--- src/logic/line_diag_consts.vh ---
// constants for the line diagnosis unit
// assumes an 8-bit register port with a 2-bit word address
`ifndef LINE_DIAG_CONSTS_VH
`define LINE_DIAG_CONSTS_VH
// register addresses
`define ADDR_CTRL 2'h0
`define ADDR_STATUS 2'h1
`define ADDR_CMD 2'h2
// control register fields and reset value
`define CTRL_RESET 8'h00
`define CTRL_DIV_HI 7
`define CTRL_DIV_LO 4
`define CTRL_MODE_HI 3
`define CTRL_MODE_LO 2
`define CTRL_TIP_EN 1
`define CTRL_SDC_EN 0
// command register: manual diagnosis clock pulse
`define CMD_MANUAL_SDC 0
// diagnosis states, also the status encoding
`define ST_NOMINAL 2'h0
`define ST_DEG_COMP 2'h1
`define ST_DEG_TRUE 2'h2
`define ST_MAJOR 2'h3
// selection modes
`define MODE_DIFF 2'h0
`define MODE_COMP 2'h1
`define MODE_TRUE 2'h2
`define MODE_AUTO 2'h3
// timing counts
`define SAMPLES_PER_TS 4'hf
`define FILTER_SAMPLES 3'h5
`define EDGE_LIMIT 3'h4
`define TX_CHECK_SAMPLES 3'h6
`define DOMINANT_TS_LIMIT 4'h8
`define SDC_BASE 22'h00_0040
`endif

--- src/logic/line_diag.v ---
// line fault diagnosis and receive-input selection for a two-wire bus
// assumes i_sample_tick pulses 16 times per timeslot on i_clk, and the
// frame logic on i_clk gives one-cycle pulses for eof and tx start/end
`timescale 1ns/100ps
`include "line_diag_consts.vh"
module line_diag (
    // clock and reset
    input wire i_clk,
    input wire i_arst_n,
    // register port
    input wire [1:0] i_addr,
    input wire [7:0] i_wdata,
    input wire i_wr,
    input wire i_rd,
    output reg [7:0] o_rdata,
    // line receivers, asynchronous pins
    input wire i_diff_receiver_in,
    input wire i_true_wire_receiver_in,
    input wire i_comp_wire_receiver_in,
    // frame logic, same clock
    input wire i_sample_tick,
    input wire i_eof_detect,
    input wire i_tx_start,
    input wire i_tx_end,
    input wire i_ack_only,
    input wire i_tx_data,
    // outputs
    output reg o_rx_data,
    output wire o_diag_state_hi,
    output wire o_diag_state_lo,
    output wire o_input_mismatch_flag,
    output reg o_return_to_idle_pulse,
    output reg o_diag_sync_clock,
    output reg o_tx_in_progress
);

    reg [7:0] ctrl_q;
    reg manual_sdc_q;
    reg [1:0] state_q;
    reg [1:0] state_d;
    reg mismatch_q;
    reg alt_q;
    reg [3:0] sample_cnt_q;
    reg [21:0] div_cnt_q;
    reg [2:0] cnt_true_q;
    reg [2:0] cnt_comp_q;
    reg [2:0] cnt_sel_q;
    reg [2:0] tx_dom_cnt_q;
    reg [3:0] dom_ts_q;
    reg fail_seen_q;
    reg clean_q;
    wire [2:0] pin_in;
    wire [2:0] filt;
    wire [2:0] edge_p;
    wire [1:0] mode;
    wire ts_tick;
    wire [21:0] div_limit;
    wire div_tick;
    wire sdc_tick;
    wire ri;
    reg sel_level;
    reg sel_edge;
    reg fail_true;
    reg fail_comp;
    reg fail_major;

    assign pin_in = {i_comp_wire_receiver_in, i_true_wire_receiver_in,
                     i_diff_receiver_in};
    assign mode = {ctrl_q[`CTRL_MODE_HI], ctrl_q[`CTRL_MODE_LO]};
    assign o_diag_state_hi = state_q[1];
    assign o_diag_state_lo = state_q[0];
    assign o_input_mismatch_flag = mismatch_q;

    // per-input synchroniser and five-sample filter
    genvar g;
    generate
        for (g = 0; g < 3; g = g + 1) begin : rx_chan
            reg s1_q;
            reg s2_q;
            reg s3_q;
            reg stable_q;
            reg level_q;
            reg edge_q;
            reg [2:0] run_q;
            always @(posedge i_clk or negedge i_arst_n) begin
                if (!i_arst_n) begin
                    s1_q <= 1'b1;
                    s2_q <= 1'b1;
                    s3_q <= 1'b1;
                    stable_q <= 1'b1;
                    level_q <= 1'b1;
                    edge_q <= 1'b0;
                    run_q <= 3'h0;
                end else begin
                    s1_q <= pin_in[g];
                    s2_q <= s1_q;
                    s3_q <= s2_q;
                    if (s2_q == s3_q) begin
                        stable_q <= s3_q;
                    end
                    edge_q <= 1'b0;
                    if (i_sample_tick) begin
                        if (stable_q == level_q) begin
                            run_q <= 3'h0;
                        end else if (run_q == `FILTER_SAMPLES - 3'h1) begin
                            level_q <= stable_q;
                            edge_q <= 1'b1;
                            run_q <= 3'h0;
                        end else begin
                            run_q <= run_q + 3'h1;
                        end
                    end
                end
            end
            assign filt[g] = level_q;
            assign edge_p[g] = edge_q;
        end
    endgenerate

    // timeslot tick and diagnosis clock divider
    assign ts_tick = i_sample_tick && (sample_cnt_q == `SAMPLES_PER_TS);
    assign div_limit = (`SDC_BASE << ctrl_q[`CTRL_DIV_HI:`CTRL_DIV_LO]) - 22'h00_0001;
    assign div_tick = ctrl_q[`CTRL_SDC_EN] && ts_tick && (div_cnt_q == div_limit);
    // divider period is never below 64 timeslots; manual pulses from the command register can come at any spacing
    assign sdc_tick = div_tick || manual_sdc_q;
    // return to idle suppressed in automatic mode
    assign ri = i_eof_detect && (mode != `MODE_AUTO);

    // reception input selection
    always @* begin
        sel_level = filt[0];
        sel_edge = edge_p[0];
        if (mode == `MODE_AUTO) begin
            if (state_q == `ST_DEG_COMP) begin
                sel_level = filt[2];
                sel_edge = edge_p[2];
            end else if (state_q == `ST_DEG_TRUE) begin
                sel_level = filt[1];
                sel_edge = edge_p[1];
            end else if (state_q == `ST_MAJOR) begin
                sel_level = alt_q ? filt[2] : filt[1];
                sel_edge = alt_q ? edge_p[2] : edge_p[1];
            end
        end else if (mode == `MODE_COMP) begin
            sel_level = filt[2];
            sel_edge = edge_p[2];
        end else if (mode == `MODE_TRUE) begin
            sel_level = filt[1];
            sel_edge = edge_p[1];
        end
    end

    // fault detection from filtered signals only
    always @* begin
        fail_true = 1'b0;
        fail_comp = 1'b0;
        fail_major = 1'b0;
        if (cnt_true_q == `EDGE_LIMIT && cnt_comp_q == 3'h0) begin
            fail_comp = 1'b1;
        end
        if (cnt_comp_q == `EDGE_LIMIT && cnt_true_q == 3'h0) begin
            fail_true = 1'b1;
        end
        if (o_tx_in_progress && !i_tx_data && tx_dom_cnt_q == `TX_CHECK_SAMPLES &&
            filt[1] != filt[2]) begin
            // the wire still reading recessive is the faulty one
            fail_true = fail_true | filt[1];
            fail_comp = fail_comp | filt[2];
        end
        if (sdc_tick && cnt_sel_q < `EDGE_LIMIT) begin
            fail_major = 1'b1;
        end
        if (ts_tick && !sel_level && dom_ts_q == `DOMINANT_TS_LIMIT - 4'h1) begin
            fail_major = 1'b1;
        end
    end

    // diagnosis state transitions
    always @* begin
        state_d = state_q;
        if (sdc_tick && mode != `MODE_AUTO) begin
            state_d = `ST_NOMINAL;
        end
        if (ri) begin
            state_d = `ST_NOMINAL;
        end
        if (sdc_tick && mode == `MODE_AUTO && clean_q && !fail_seen_q) begin
            state_d = `ST_NOMINAL;
        end
        if (fail_true) begin
            state_d = (state_d == `ST_DEG_TRUE) ? `ST_MAJOR : `ST_DEG_COMP;
        end
        if (fail_comp) begin
            state_d = (state_d == `ST_DEG_COMP || fail_true) ?
                      `ST_MAJOR : `ST_DEG_TRUE;
        end
        if (fail_major) begin
            state_d = `ST_MAJOR;
        end
    end

    always @(posedge i_clk or negedge i_arst_n) begin
        if (!i_arst_n) begin
            state_q <= `ST_NOMINAL;
            mismatch_q <= 1'b0;
            sample_cnt_q <= 4'h0;
            o_rx_data <= 1'b1;
            o_return_to_idle_pulse <= 1'b0;
            o_diag_sync_clock <= 1'b0;
        end else begin
            state_q <= state_d;
            o_rx_data <= sel_level;
            o_return_to_idle_pulse <= ri;
            o_diag_sync_clock <= sdc_tick;
            // set wins over clear
            if (!(filt[0] == filt[1] && filt[1] == filt[2])) begin
                mismatch_q <= 1'b1;
            end else if (ri) begin
                mismatch_q <= 1'b0;
            end
            if (i_sample_tick) begin
                sample_cnt_q <= sample_cnt_q + 4'h1;
            end
        end
    end

    always @(posedge i_clk or negedge i_arst_n) begin
        if (!i_arst_n) begin
            div_cnt_q <= 22'h00_0000;
        end else begin
            if (!ctrl_q[`CTRL_SDC_EN] || div_tick) begin
                div_cnt_q <= 22'h00_0000;
            end else if (ts_tick) begin
                div_cnt_q <= div_cnt_q + 22'h00_0001;
            end
        end
    end

    // edge counts per wire; an interval ends once both wires move
    always @(posedge i_clk or negedge i_arst_n) begin
        if (!i_arst_n) begin
            cnt_true_q <= 3'h0;
            cnt_comp_q <= 3'h0;
            cnt_sel_q <= 3'h0;
        end else begin
            if (sdc_tick || (cnt_true_q != 3'h0 && cnt_comp_q != 3'h0) ||
                fail_true || fail_comp) begin
                cnt_true_q <= 3'h0;
                cnt_comp_q <= 3'h0;
            end else begin
                if (edge_p[1] && cnt_true_q != `EDGE_LIMIT) begin
                    cnt_true_q <= cnt_true_q + 3'h1;
                end
                if (edge_p[2] && cnt_comp_q != `EDGE_LIMIT) begin
                    cnt_comp_q <= cnt_comp_q + 3'h1;
                end
            end
            if (sdc_tick) begin
                cnt_sel_q <= 3'h0;
            end else if (sel_edge && cnt_sel_q != `EDGE_LIMIT) begin
                cnt_sel_q <= cnt_sel_q + 3'h1;
            end
        end
    end

    // dominant drive must outlast the filter before comparing
    always @(posedge i_clk or negedge i_arst_n) begin
        if (!i_arst_n) begin
            tx_dom_cnt_q <= 3'h0;
            dom_ts_q <= 4'h0;
        end else begin
            if (!o_tx_in_progress || i_tx_data) begin
                tx_dom_cnt_q <= 3'h0;
            end else if (i_sample_tick && tx_dom_cnt_q != `TX_CHECK_SAMPLES) begin
                tx_dom_cnt_q <= tx_dom_cnt_q + 3'h1;
            end
            if (ts_tick) begin
                if (sel_level || fail_major) begin
                    dom_ts_q <= 4'h0;
                end else begin
                    dom_ts_q <= dom_ts_q + 4'h1;
                end
            end
        end
    end

    // two clean diagnosis edges needed before going nominal in automatic mode
    always @(posedge i_clk or negedge i_arst_n) begin
        if (!i_arst_n) begin
            fail_seen_q <= 1'b0;
            clean_q <= 1'b0;
        end else begin
            if (sdc_tick) begin
                clean_q <= !fail_seen_q && !fail_true && !fail_comp && !fail_major;
                fail_seen_q <= 1'b0;
            end else if (fail_true || fail_comp || fail_major) begin
                fail_seen_q <= 1'b1;
            end
        end
    end

    always @(posedge i_clk or negedge i_arst_n) begin
        if (!i_arst_n) begin
            alt_q <= 1'b0;
        end else begin
            if (state_q != `ST_MAJOR) begin
                alt_q <= 1'b0;
            end else if (sdc_tick) begin
                alt_q <= !alt_q;
            end
        end
    end

    always @(posedge i_clk or negedge i_arst_n) begin
        if (!i_arst_n) begin
            o_tx_in_progress <= 1'b0;
        end else begin
            if (!ctrl_q[`CTRL_TIP_EN] || i_tx_end) begin
                o_tx_in_progress <= 1'b0;
            end else if (i_tx_start && !i_ack_only) begin
                o_tx_in_progress <= 1'b1;
            end
        end
    end

    // register port
    always @(posedge i_clk or negedge i_arst_n) begin
        if (!i_arst_n) begin
            ctrl_q <= `CTRL_RESET;
            manual_sdc_q <= 1'b0;
            o_rdata <= 8'h00;
        end else begin
            manual_sdc_q <= i_wr && (i_addr == `ADDR_CMD) && i_wdata[`CMD_MANUAL_SDC];
            if (i_wr && i_addr == `ADDR_CTRL) begin
                ctrl_q <= i_wdata;
            end
            o_rdata <= 8'h00;
            if (i_rd) begin
                if (i_addr == `ADDR_CTRL) begin
                    o_rdata <= ctrl_q;
                end else if (i_addr == `ADDR_STATUS) begin
                    o_rdata <= {5'h00, state_q, mismatch_q};
                end
            end
        end
    end

endmodule

--- config.mk ---
export PLATFORM = sky130hd
export DESIGN_NAME = line_diag
export DESIGN_NICKNAME = d
export VERILOG_FILES = /design/src/logic/line_diag.v
export VERILOG_INCLUDE_DIRS = /design/src /design/src/logic
export SDC_FILE = /design/constraint.sdc
export NUM_CORES = 1
export LEC_CHECK = 0
export BUFFER_PORTS_ARGS = -buffer_cell sky130_fd_sc_hd__buf_4
export CAP_MARGIN = 20
export CORE_MARGIN = 10
export CORE_UTILIZATION = 55
export DETAILED_ROUTE_END_ITERATION = 6
export GPL_TIMING_DRIVEN = 1
export PLACE_DENSITY = 0.85
export SYNTH_ARGS = -nofsm -noshare
export SYNTH_HDL_FRONTEND = slang
export SYNTH_SLANG_ARGS = --single-unit
--- constraint.sdc ---
create_clock -name i_clk -period 2.8 [get_ports i_clk]
set_input_delay 0.28 -clock i_clk [delete_from_list [all_inputs] [get_ports i_clk]]
set_output_delay 0.28 -clock i_clk [all_outputs]
set_load 0.01 [all_outputs]
## Yosys cells after proc, flatten, opt, wreduce, memory -nomap -nowiden

Cells that the tools add are included.

- Output and inout bits: 15
- Input port bits: 23
- Bits in registers: 96

- Mux-type cells: 65
- Equal/unequal tests: 35
- Shift operators: 1
- $lt $le $gt $ge: 1
- Bitwise operators: 5
- Reductions and logical operators: 67
- $add $sub $neg: 11

Operators with widths:

| kind | count |
|---|---|
| $mux 3 | 15 |
| $mux 22 | 2 |
| $mux 1 | 38 |
| $logic_and 1x1->1 | 29 |
| $add 22x1->22 const B | 1 |
| $eq 22x22->1 | 1 |
| $shl 7x4->22 const A | 1 |
| $sub 22x1->22 const B | 1 |
| $add 3x1->3 const B | 7 |
| $eq 3x3->1 const B | 6 |
| $mux 8 | 2 |
| $reduce_bool 2->1 | 8 |
| $mux 2 | 7 |
| $eq 2x2->1 const B | 6 |
| $ne 3x3->1 const B | 4 |
| $logic_not 1->1 | 11 |
| $logic_or 1x1->1 | 11 |
| $reduce_and 3->1 | 3 |
| $add 4x1->4 const B | 2 |
| $eq 1x1->1 | 8 |
| $eq 2x1->1 const B | 4 |
| $logic_not 3->1 | 2 |
| $ne 2x2->1 const B | 3 |
| $reduce_bool 3->1 | 2 |
| 8 further kinds | 11 |

## Depth between registers and ports, before layout

Gate-level depths: netlist of run 1.

- Word-level depth: 17
- Depth in mapped cells: 15
- Depth with buffers taken out: 11

## Worst setup path after synthesis of run 1

OpenSTA, ideal clock, no wires.

- Path kind: reg2reg
- From: reg ctrl_q[7]
- To: reg cnt_comp_q[2]
- Period minus slack after synthesis: 2821 ps
- Library setup time: 80 ps
- Arrival: 2740 ps
- Slack: -21 ps
- Cell stages (with the launch flop): 15
- Required time: 2720 ps
- Cell sequence: dfrtp_1 buf_6 buf_4 nor2_1 nand2_1 ha_1 buf_2 buf_2 nand2_1 nor2_1 a2111oi_2 nor4_2 a31o_4 a2111o_4 nor3_2

- Longest elaborated chain between the ends: 9

Ends and longest elaborated chain:

| item | line | source |
|---|---|---|
| from (decl) | line_diag.v:37 | `reg [7:0] ctrl_q;` |
| from (signal assigned) | line_diag.v:329 | `` ctrl_q <= `CTRL_RESET; `` |
| from (signal assigned) | line_diag.v:335 | `ctrl_q <= i_wdata;` |
| $shl 7x4->22 (no line) * | n/a |  |
| $sub 22x1->22 * | line_diag.v:122 | `` assign div_limit = (`SDC_BASE << ctrl_q[`CTRL_DIV_HI:`CTRL_DIV_LO]) - 22'h00_0001; `` |
| $eq 22x22->1 * | line_diag.v:123 | `` assign div_tick = ctrl_q[`CTRL_SDC_EN] && ts_tick && (div_cnt_q == div_limit); `` |
| $logic_and 1x1->1 * | line_diag.v:123 |  |
| $logic_or 1x1->1 * | line_diag.v:125 | `assign sdc_tick = div_tick \|\| manual_sdc_q;` |
| $logic_or 1x1->1 * (2 in a row) | line_diag.v:246 | `if (sdc_tick \|\| (cnt_true_q != 3'h0 && cnt_comp_q != 3'h0) \|\|` |
| $logic_or 1x1->1 * | line_diag.v:247 | `fail_true \|\| fail_comp) begin` |
| $mux 3 or $reduce_bool 2->1 (tied branches) | n/a |  |
| to (signal assigned) | line_diag.v:255 | `cnt_comp_q <= cnt_comp_q + 3'h1;` |
| to (decl) | line_diag.v:46 | `reg [2:0] cnt_comp_q;` |

Every way passes the cells marked *; elsewhere a longest branch is shown, timed or not.
A chain may end at the register's enable or synchronous reset.

## Worst setup path after layout of run 1

- From: reg ctrl_q[5]
- To: reg state_q[1]

- Longest elaborated chain between the ends: 14

Ends and longest elaborated chain:

| item | line | source |
|---|---|---|
| $shl 7x4->22 (no line) * | n/a |  |
| $sub 22x1->22 * | line_diag.v:122 |  |
| $eq 22x22->1 * | line_diag.v:123 |  |
| $logic_and 1x1->1 * | line_diag.v:123 |  |
| $logic_or 1x1->1 * | line_diag.v:125 |  |
| $logic_and 1x1->1 (no line) | n/a |  |
| $mux 2 or $logic_and 1x1->1 (tied branches) | line_diag.v:181, line_diag.v:187 |  |
| $mux 2 or $logic_and 1x1->1 (tied branches) | line_diag.v:184, line_diag.v:187 |  |
| $mux 2 | line_diag.v:187 | `` if (sdc_tick && mode == `MODE_AUTO && clean_q && !fail_seen_q) begin `` |
| $eq 2x2->1 (no line) | n/a |  |
| $mux 2 (no line) | n/a |  |
| $mux 2 | line_diag.v:190 | `if (fail_true) begin` |
| $mux 2 | line_diag.v:193 | `if (fail_comp) begin` |
| $mux 2 * | line_diag.v:197 | `if (fail_major) begin` |
| via state_d[1] | line_diag.v:40 | `reg [1:0] state_d;` |
| to (signal assigned) | line_diag.v:204 | `` state_q <= `ST_NOMINAL; `` |
| to (signal assigned) | line_diag.v:211 | `state_q <= state_d;` |
| to (decl) | line_diag.v:39 | `reg [1:0] state_q;` |

The timed path passes the listed nets; every way through them passes the cells marked *.

==> summary.txt, run 1 <==
Routing
  • DRT Pass-1 Iters: 4
  • Routed WL per cell: 17.0 µm
  • DRC viols: 0
  • Via density: 5.79
  • WL final: 11700 µm
  • Antenna viol nets, final: 0
  • Via count: 3989
  • Number of DRC violations after detailed-routing iteration 0: 303

Setup path
  • R2R setup slack: 0.007 ns
  • Worst Path Required: 3.06 ns
  • Setup crit end kind: flop
  • CP startpoint kind: flop
  • Worst path slowest cell: dfrtp_1
  • Worst Setup EP: state_q[1]
  • Cell count along the critical path: 11
  • Critical path type: reg -> reg
  • Slowest cell delay on critical path: 0.42 ns
  • Critical R2R Capture: state_q[1]
  • Bufs and invs on worst path: 0
  • Reg2reg path depth: 11
  • Reg2reg start: ctrl_q[5]
  • Cells along the critical path: nor3_2 > nand2_1 > ha_4 > xor2_1 > nand3b_1 > nor4_2 > nand3_1 > nor4_4 > a31o_4 > a21oi_2 > a311o_1
  • Delay-heaviest family, CP: simple AND/OR/NAND/NOR gates
  • CP arrival: 3.05 ns
  • Origin of the worst setup path: ctrl_q[5]
  • Max Fanout on Critical Path: 6

Global route
  • Vias in the first global route: 4117
  • Met1 global-route usage: 0.233
  • First-pass GRT wire length: 19800 µm
  • Global-route layer with the greatest usage: met2
  • GR Util All Layers: 0.180
  • Largest net degree at the start of global routing: 58
  • Initial antenna violation count: 0
  • GR Layer Usage met2: 0.303
  • Met3 usage: 0.0334
  • Overflow after GRT: 0

Timing
  • Final hold viol count: 0
  • RSZ-0062 raised after global routing: true
  • Setup ws final: 0.00668 ns
  • WHS: 0.0164 ns
  • Peak Freq: 0.358 GHz
  • Slew HR: 0.511
  • Worst Skew: 0.0133 ns
  • Setup Total Neg Slack: 0 ns
  • Final setup vio count: 0
  • Worst-Margin Slew: 0.731 ns
  • Tcrit/Tclk final: 0.998
  • Slew Viols, Final: 0
  • Fin crit period: 2.79 ns

Logic synthesis
  • Most frequent cell after synthesis: dfrtp_1
  • Sequential element share of the synthesized area: 0.473
  • Post-synth EDFFs: 0
  • Synth top area cells: dfrtp_1 (39%), dfstp_2 (8.2%), ha_1 (4.4%)
  • Synth top cells by count: dfrtp_1 (80), nor2_1 (50), nand2_1 (40), inv_1 (29), o21ai_0 (27)
  • Syn nets: 560
  • Synth Area per Inst: 9.87 µm²
  • Netlist cell types: 60
  • Total number of yosys warnings: 0
  • Post-synth top area cell: dfrtp_1
  • Synth top area share: 0.391
  • Asr flop ratio synth: 1.00
  • Post-synth top flop: dfrtp_1
  • Area of the mapped netlist: 5120 µm²
  • Cells after Synth: 519
  • Register bit total from synthesis: 96

Layout
  • Antenna diodes: 0
  • Growth of design area from synthesis to finish: 16.2%
  • Util after Layout: 0.651
  • Design area: 5960 µm²
  • Nets: 614
  • Layout cells sized above 1: 0.239

Power and ir drop
  • Power Dens Cells: 650 nW/µm²
  • Lkg Pwr: 0.00264 µW
  • Peak supply drop: 0.370 mV

CTS
  • Buffers from clock root to sink, at most: 2
  • TritonCTS clock tree: yes
  • Num CTS Buffers: 9
  • H-Tree Level Count: 3
  • Clock-pin slew on the worst setup and hold paths: 0.11 ns
  • Worst-skew pair later-pin latency: 0.37 ns
  • Root Buffer: clkbuf_8
  • Sink Count: 96

Floorplan
  • Initial core utilization: 0.560
  • Ports: 38
  • Core Region: 9150 µm²
  • # rows: 35
  • Die area: 13600 µm²
  • Die Y: 117 µm
  • Die width: 117 µm

Place
  • DP HPWL: 8390 µm
  • Area after DPL: 5600 µm²
  • Port Buffer Count: 37
  • Gpl congestion: 0.892
  • Worst slack at placement: -0.174 ns

Outcome
  • Status: finished, final reports clean

Hold path
  • Worst hold path class: in -> reg
  • Min-delay src: i_diff_receiver_in

Run
  • Max cap viols: 0
==> placed cells by master (no fill, tap or decap), types with 9 or more instances in the layout <==
master,instances
dfrtp_1,80
xor2_1,16
dfstp_2,16
nand3_1,22
nor2_1,48
clkbuf_8,9
buf_4,60
nand4_1,10
xnor2_1,21
nand2b_1,9
inv_1,29
nor3_1,12
o21ai_0,26
mux2_2,11
a21oi_1,19
nand2_1,40
ha_1,17
==> timing repair <==
action | CTS | global route
buffers inserted | 3 | 2
endpoints found under the setup margin | 14 | 29
pin swaps | 5 | 11
cloned | 0 | 1
gates resized for setup | 5 | 16
endpoints found under the hold margin | 30 | 1
hold buffers | 2 | 1
==> state kept, by name (all words and copies together), names as in the netlist, 2 cells and up <==
register / cells
state_q: 2
cnt_sel_q: 3
o_rdata: 8
dom_ts_q: 4
rx_chan.edge_q: 3
rx_chan.s1_q: 3
sample_cnt_q: 4
rx_chan.s3_q: 3
div_cnt_q: 22
cnt_true_q: 3
cnt_comp_q: 3
rx_chan.run_q: 9
rx_chan.level_q: 3
tx_dom_cnt_q: 3
rx_chan.stable_q: 3
ctrl_q: 8
rx_chan.s2_q: 3
==> worst reg2reg max path, cell delays in order, from the launching register on <==
cell and delay [ns]:
dfrtp_1 0.42, nor3_2 0.23, nand2_1 0.12, ha_4 0.29
xor2_1 0.14, nand3b_1 0.11, nor4_2 0.33, nand3_1 0.19
nor4_4 0.20, a31o_4 0.26, a21oi_2 0.08, a311o_1 0.32
==> cell families after synthesis <==
| group | after synthesis | synth area share |
|---|---|---|
| adders and majority gates | 21 | 0.0498 |
| xor gates and xnor gates | 37 | 0.0632 |
| DFF | 96 | 0.473 |
| AOI/OAI and AO/OA | 88 | 0.115 |
| and+or+nand+nor | 204 | 0.214 |
| buffers and inverters | 56 | 0.0488 |
| muxes | 17 | 0.0359 |
==> through the flow <==
stage          cells  total power (µW)
3_3_place_gp     664              2880
5_1_grt          689              4120
6_report         689              3870
3_5_place_dp     664              2950
2_1_floorplan    519              2570
4_1_cts          685              3830
==> area by class of cell <==
class / instances / area (µm²)
clock buffers: 10 / 128
fillers: 719 / 3200
clock inverters: 6 / 51.3
multi-input cells: 367 / 2540
repair buffers: 69 / 559
well taps: 111 / 139
inverters: 30 / 113
flip-flops and latches: 96 / 2420
==> how the worst min path moves through the flow <==
stage,endpoint,cells past startpoint,slack (ns)
final,rx_chan[0].s1_q,1,0.02
after global routing,rx_chan[0].s1_q,1,0.0009
after CTS,rx_chan[2].s1_q,1,0.0005
after detailed placement,rx_chan[2].s2_q,0,0.35
after global placement,rx_chan[0].s2_q,0,0.35
after floorplan,alt_q,0,-0.02
==> routing by layer <==
metal | vias up | wire, µm
met3 | 10 | 615
met5 | - | 0
li1 | 1915 | -
met4 | 0 | 97
met1 | 1971 | 5230
met2 | 93 | 5790
==> power breakdown <==
group | switching [µW] | internal, µW
combinational | 637 | 538
clock | 522 | 336
sequential | 215 | 1620
Note: power is estimated with default switching activity, not from simulation.
==> run 2, diff against run 1 <==
--- a/config.mk
+++ b/config.mk
@@ -11,8 +11,9 @@
 export CORE_MARGIN = 10
 export CORE_UTILIZATION = 55
 export DETAILED_ROUTE_END_ITERATION = 6
-export GPL_TIMING_DRIVEN = 1
+export GPL_TIMING_DRIVEN = 0
 export PLACE_DENSITY = 0.85
+export SETUP_SLACK_MARGIN = 0.02
 export SYNTH_ARGS = -nofsm -noshare
 export SYNTH_HDL_FRONTEND = slang
 export SYNTH_SLANG_ARGS = --single-unit
==> constraint.sdc (replaced) <==
create_clock -name i_clk -period 2.35 [get_ports i_clk]
set_input_delay 0.235 -clock i_clk [delete_from_list [all_inputs] [get_ports i_clk]]
set_output_delay 0.235 -clock i_clk [all_outputs]
set_load 0.01 [all_outputs]
==> run 2 against run 1 <==
Effect of this change: the flow now finishes with violations (negative setup slack); sequential share of layout area down 2.0 points; final cell count up 3.5%; worst hold slack gained 0.075 ns; die area unchanged; count of clock-buffer cells in the layout stayed put; design area up 5.2%; non-clock buffer count up 24; clock power grew 20%.
==> summary.txt, run 2 (synthesized netlist as in run 1, its figures left out) <==
Timing
  • Slew Viols, Final: 0
  • Worst-Margin Slew: 0.693 ns
  • Tcrit/Tclk final: 1.24
  • Final hold viol count: 0
  • Peak Freq: 0.344 GHz
  • Setup ws final: -0.554 ns
  • Final setup vio count: 41
  • RSZ-0062 raised after global routing: true
  • Worst Skew: 0.0123 ns
  • Fin crit period: 2.90 ns
  • Slew HR: 0.537

Hold path
  • Worst hold path class: in -> reg
  • Min-delay src: i_wdata[7]

Floorplan
  • Initial core utilization: 0.560
  • Ports: 38
  • # rows: 35
  • Core Region: 9150 µm²
  • Die area: 13600 µm²
  • Die Y: 117 µm
  • Die width: 117 µm

Power and ir drop
  • Lkg Pwr: 0.00273 µW
  • Power Dens Cells: 769 nW/µm²
  • Peak supply drop: 0.464 mV

Routing
  • DRC viols: 0
  • Routed WL per cell: 17.2 µm
  • Number of DRC violations after detailed-routing iteration 0: 332
  • DRT Pass-1 Iters: 5
  • Via count: 4182
  • WL final: 12300 µm
  • Antenna viol nets, final: 0
  • Via density: 5.87

CTS
  • H-Tree Level Count: 3
  • Root Buffer: clkbuf_8
  • Worst-skew pair later-pin latency: 0.37 ns
  • Clock-pin slew on the worst setup and hold paths: 0.11 ns
  • Buffers from clock root to sink, at most: 2
  • TritonCTS clock tree: yes
  • Sink Count: 96
  • Num CTS Buffers: 9

Layout
  • Antenna diodes: 0
  • Most common cell after layout, fill and taps aside: dfrtp_1
  • Nets: 638
  • Layout cells sized above 1: 0.266
  • Growth of design area from synthesis to finish: 22.3%
  • Biggest regs: div_cnt_q (22), rx_chan.run_q (9)
  • Most frequent cells in the layout: dfrtp_1 (80), buf_4 (56), nor2_1 (47)
  • Design area: 6270 µm²
  • Top reg by flops: div_cnt_q
  • Max reg flops: 22
  • Util after Layout: 0.685

Setup path
  • Critical path type: reg -> reg
  • Origin of the worst setup path: ctrl_q[6]
  • Most used cell, CP: buf_6
  • Reg2reg path depth: 14
  • Slowest cell delay on critical path: 0.43 ns
  • Worst path slowest cell: dfrtp_1
  • Critical R2R Capture: cnt_true_q[2]
  • Worst Setup EP: cnt_true_q[2]
  • Cell count along the critical path: 14
  • Reg2reg start: ctrl_q[6]
  • Setup crit end kind: flop
  • R2R setup slack: -0.55 ns
  • Delay-heaviest family, CP: compound AO/OA/AOI/OAI gates
  • Worst Path Required: 2.65 ns
  • Bufs and invs on worst path: 3
  • Max Fanout on Critical Path: 6
  • Cells along the critical path: buf_6 > buf_8 > nor2_4 > nand2_2 > ha_4 > buf_6 > nor3b_4 > xnor2_1 > nor2_1 > a31oi_1 > and4b_4 > a31o_4 > a2111o_4 > nor3_2
  • CP startpoint kind: flop
  • CP arrival: 3.20 ns

Global route
  • Overflow after GRT: 0
  • GR Util All Layers: 0.187
  • First-pass GRT wire length: 20500 µm
  • Largest net degree at the start of global routing: 73
  • Vias in the first global route: 4290
  • Initial antenna violation count: 0

Place
  • Area after DPL: 5690 µm²
  • DP HPWL: 8390 µm
  • Gpl congestion: 0.909
  • Port Buffer Count: 36

Run
  • Max cap viols: 0

Outcome
  • Failing checks: negative setup slack
  • Status: finished with violations
[run 2: per-stage QoR]
step                      hold WS [ns]  instances  power, µW  setup slack (ns)  setup TNS, ns
final                           0.0911        713       4820            -0.554         -20.53
after detailed placement         0.175        668       3570            -0.850         -27.07
after CTS                       0.0732        709       4760            -0.460         -15.42
after global routing            0.0787        713       5120            -0.627         -23.58
after floorplan                -0.0606        519       3160            -0.280          -5.54
after global placement           0.343        666       3480            -0.884         -28.54
[run 2: worst reg2reg max path: stages (launching register included)]
cell and delay (ns):
dfrtp_1 0.43, buf_6 0.15, buf_8 0.12, nor2_4 0.11, nand2_2 0.08, ha_4 0.19, buf_6 0.12, nor3b_4 0.15
xnor2_1 0.16, nor2_1 0.06, a31oi_1 0.17, and4b_4 0.23, a31o_4 0.28, a2111o_4 0.42, nor3_2 0.17
[run 2: what timing repair did]
item                                   in CTS  in global routing
buffers inserted                           17                  6
setup endpoints to repair                  41                 41
hold buffers                                5                  0
pin swaps                                  12                  7
endpoints found under the hold margin      24                  0
gates resized for setup                    28                 10
cloned                                      3                  0
[run 2: power by group]
group	switching, µW	internal [µW]	total (µW)
logic	881	757	1640
clock network	625	402	1030
registers	220	1930	2150
total	1730	3090	4820
[run 2: how the worst min path moves through the flow]
stage	to	slack, ns	cells after the start
floorplan	alt_q	-0.06	0
finish	ctrl_q[7]	0.09	3
global placement	rx_chan[2].s1_q	0.34	1
global route	ctrl_q[1]	0.08	2
detailed placement	div_cnt_q[2]	0.17	1
CTS	ctrl_q[7]	0.07	3
[run 2: final cells by class]
cell class	count	area (µm²)
plain buffers	25	203
clock buffers	10	128
clock inverters	6	53.8
fillers	634	2890
inverters	30	113
multi-input cells	367	2640
flip-flops and latches	96	2420
well taps	111	139
repair buffers	68	569
[run 2: routing by layer]
layer  global-route usage  wire (µm)  vias to the layer above
li1                     -          -                     1969
met1                0.231       5340                     2056
met2                0.317       5980                      136
met3               0.0411        731                       21
met4               0.0593        235                        0
met5                    0          0                        -
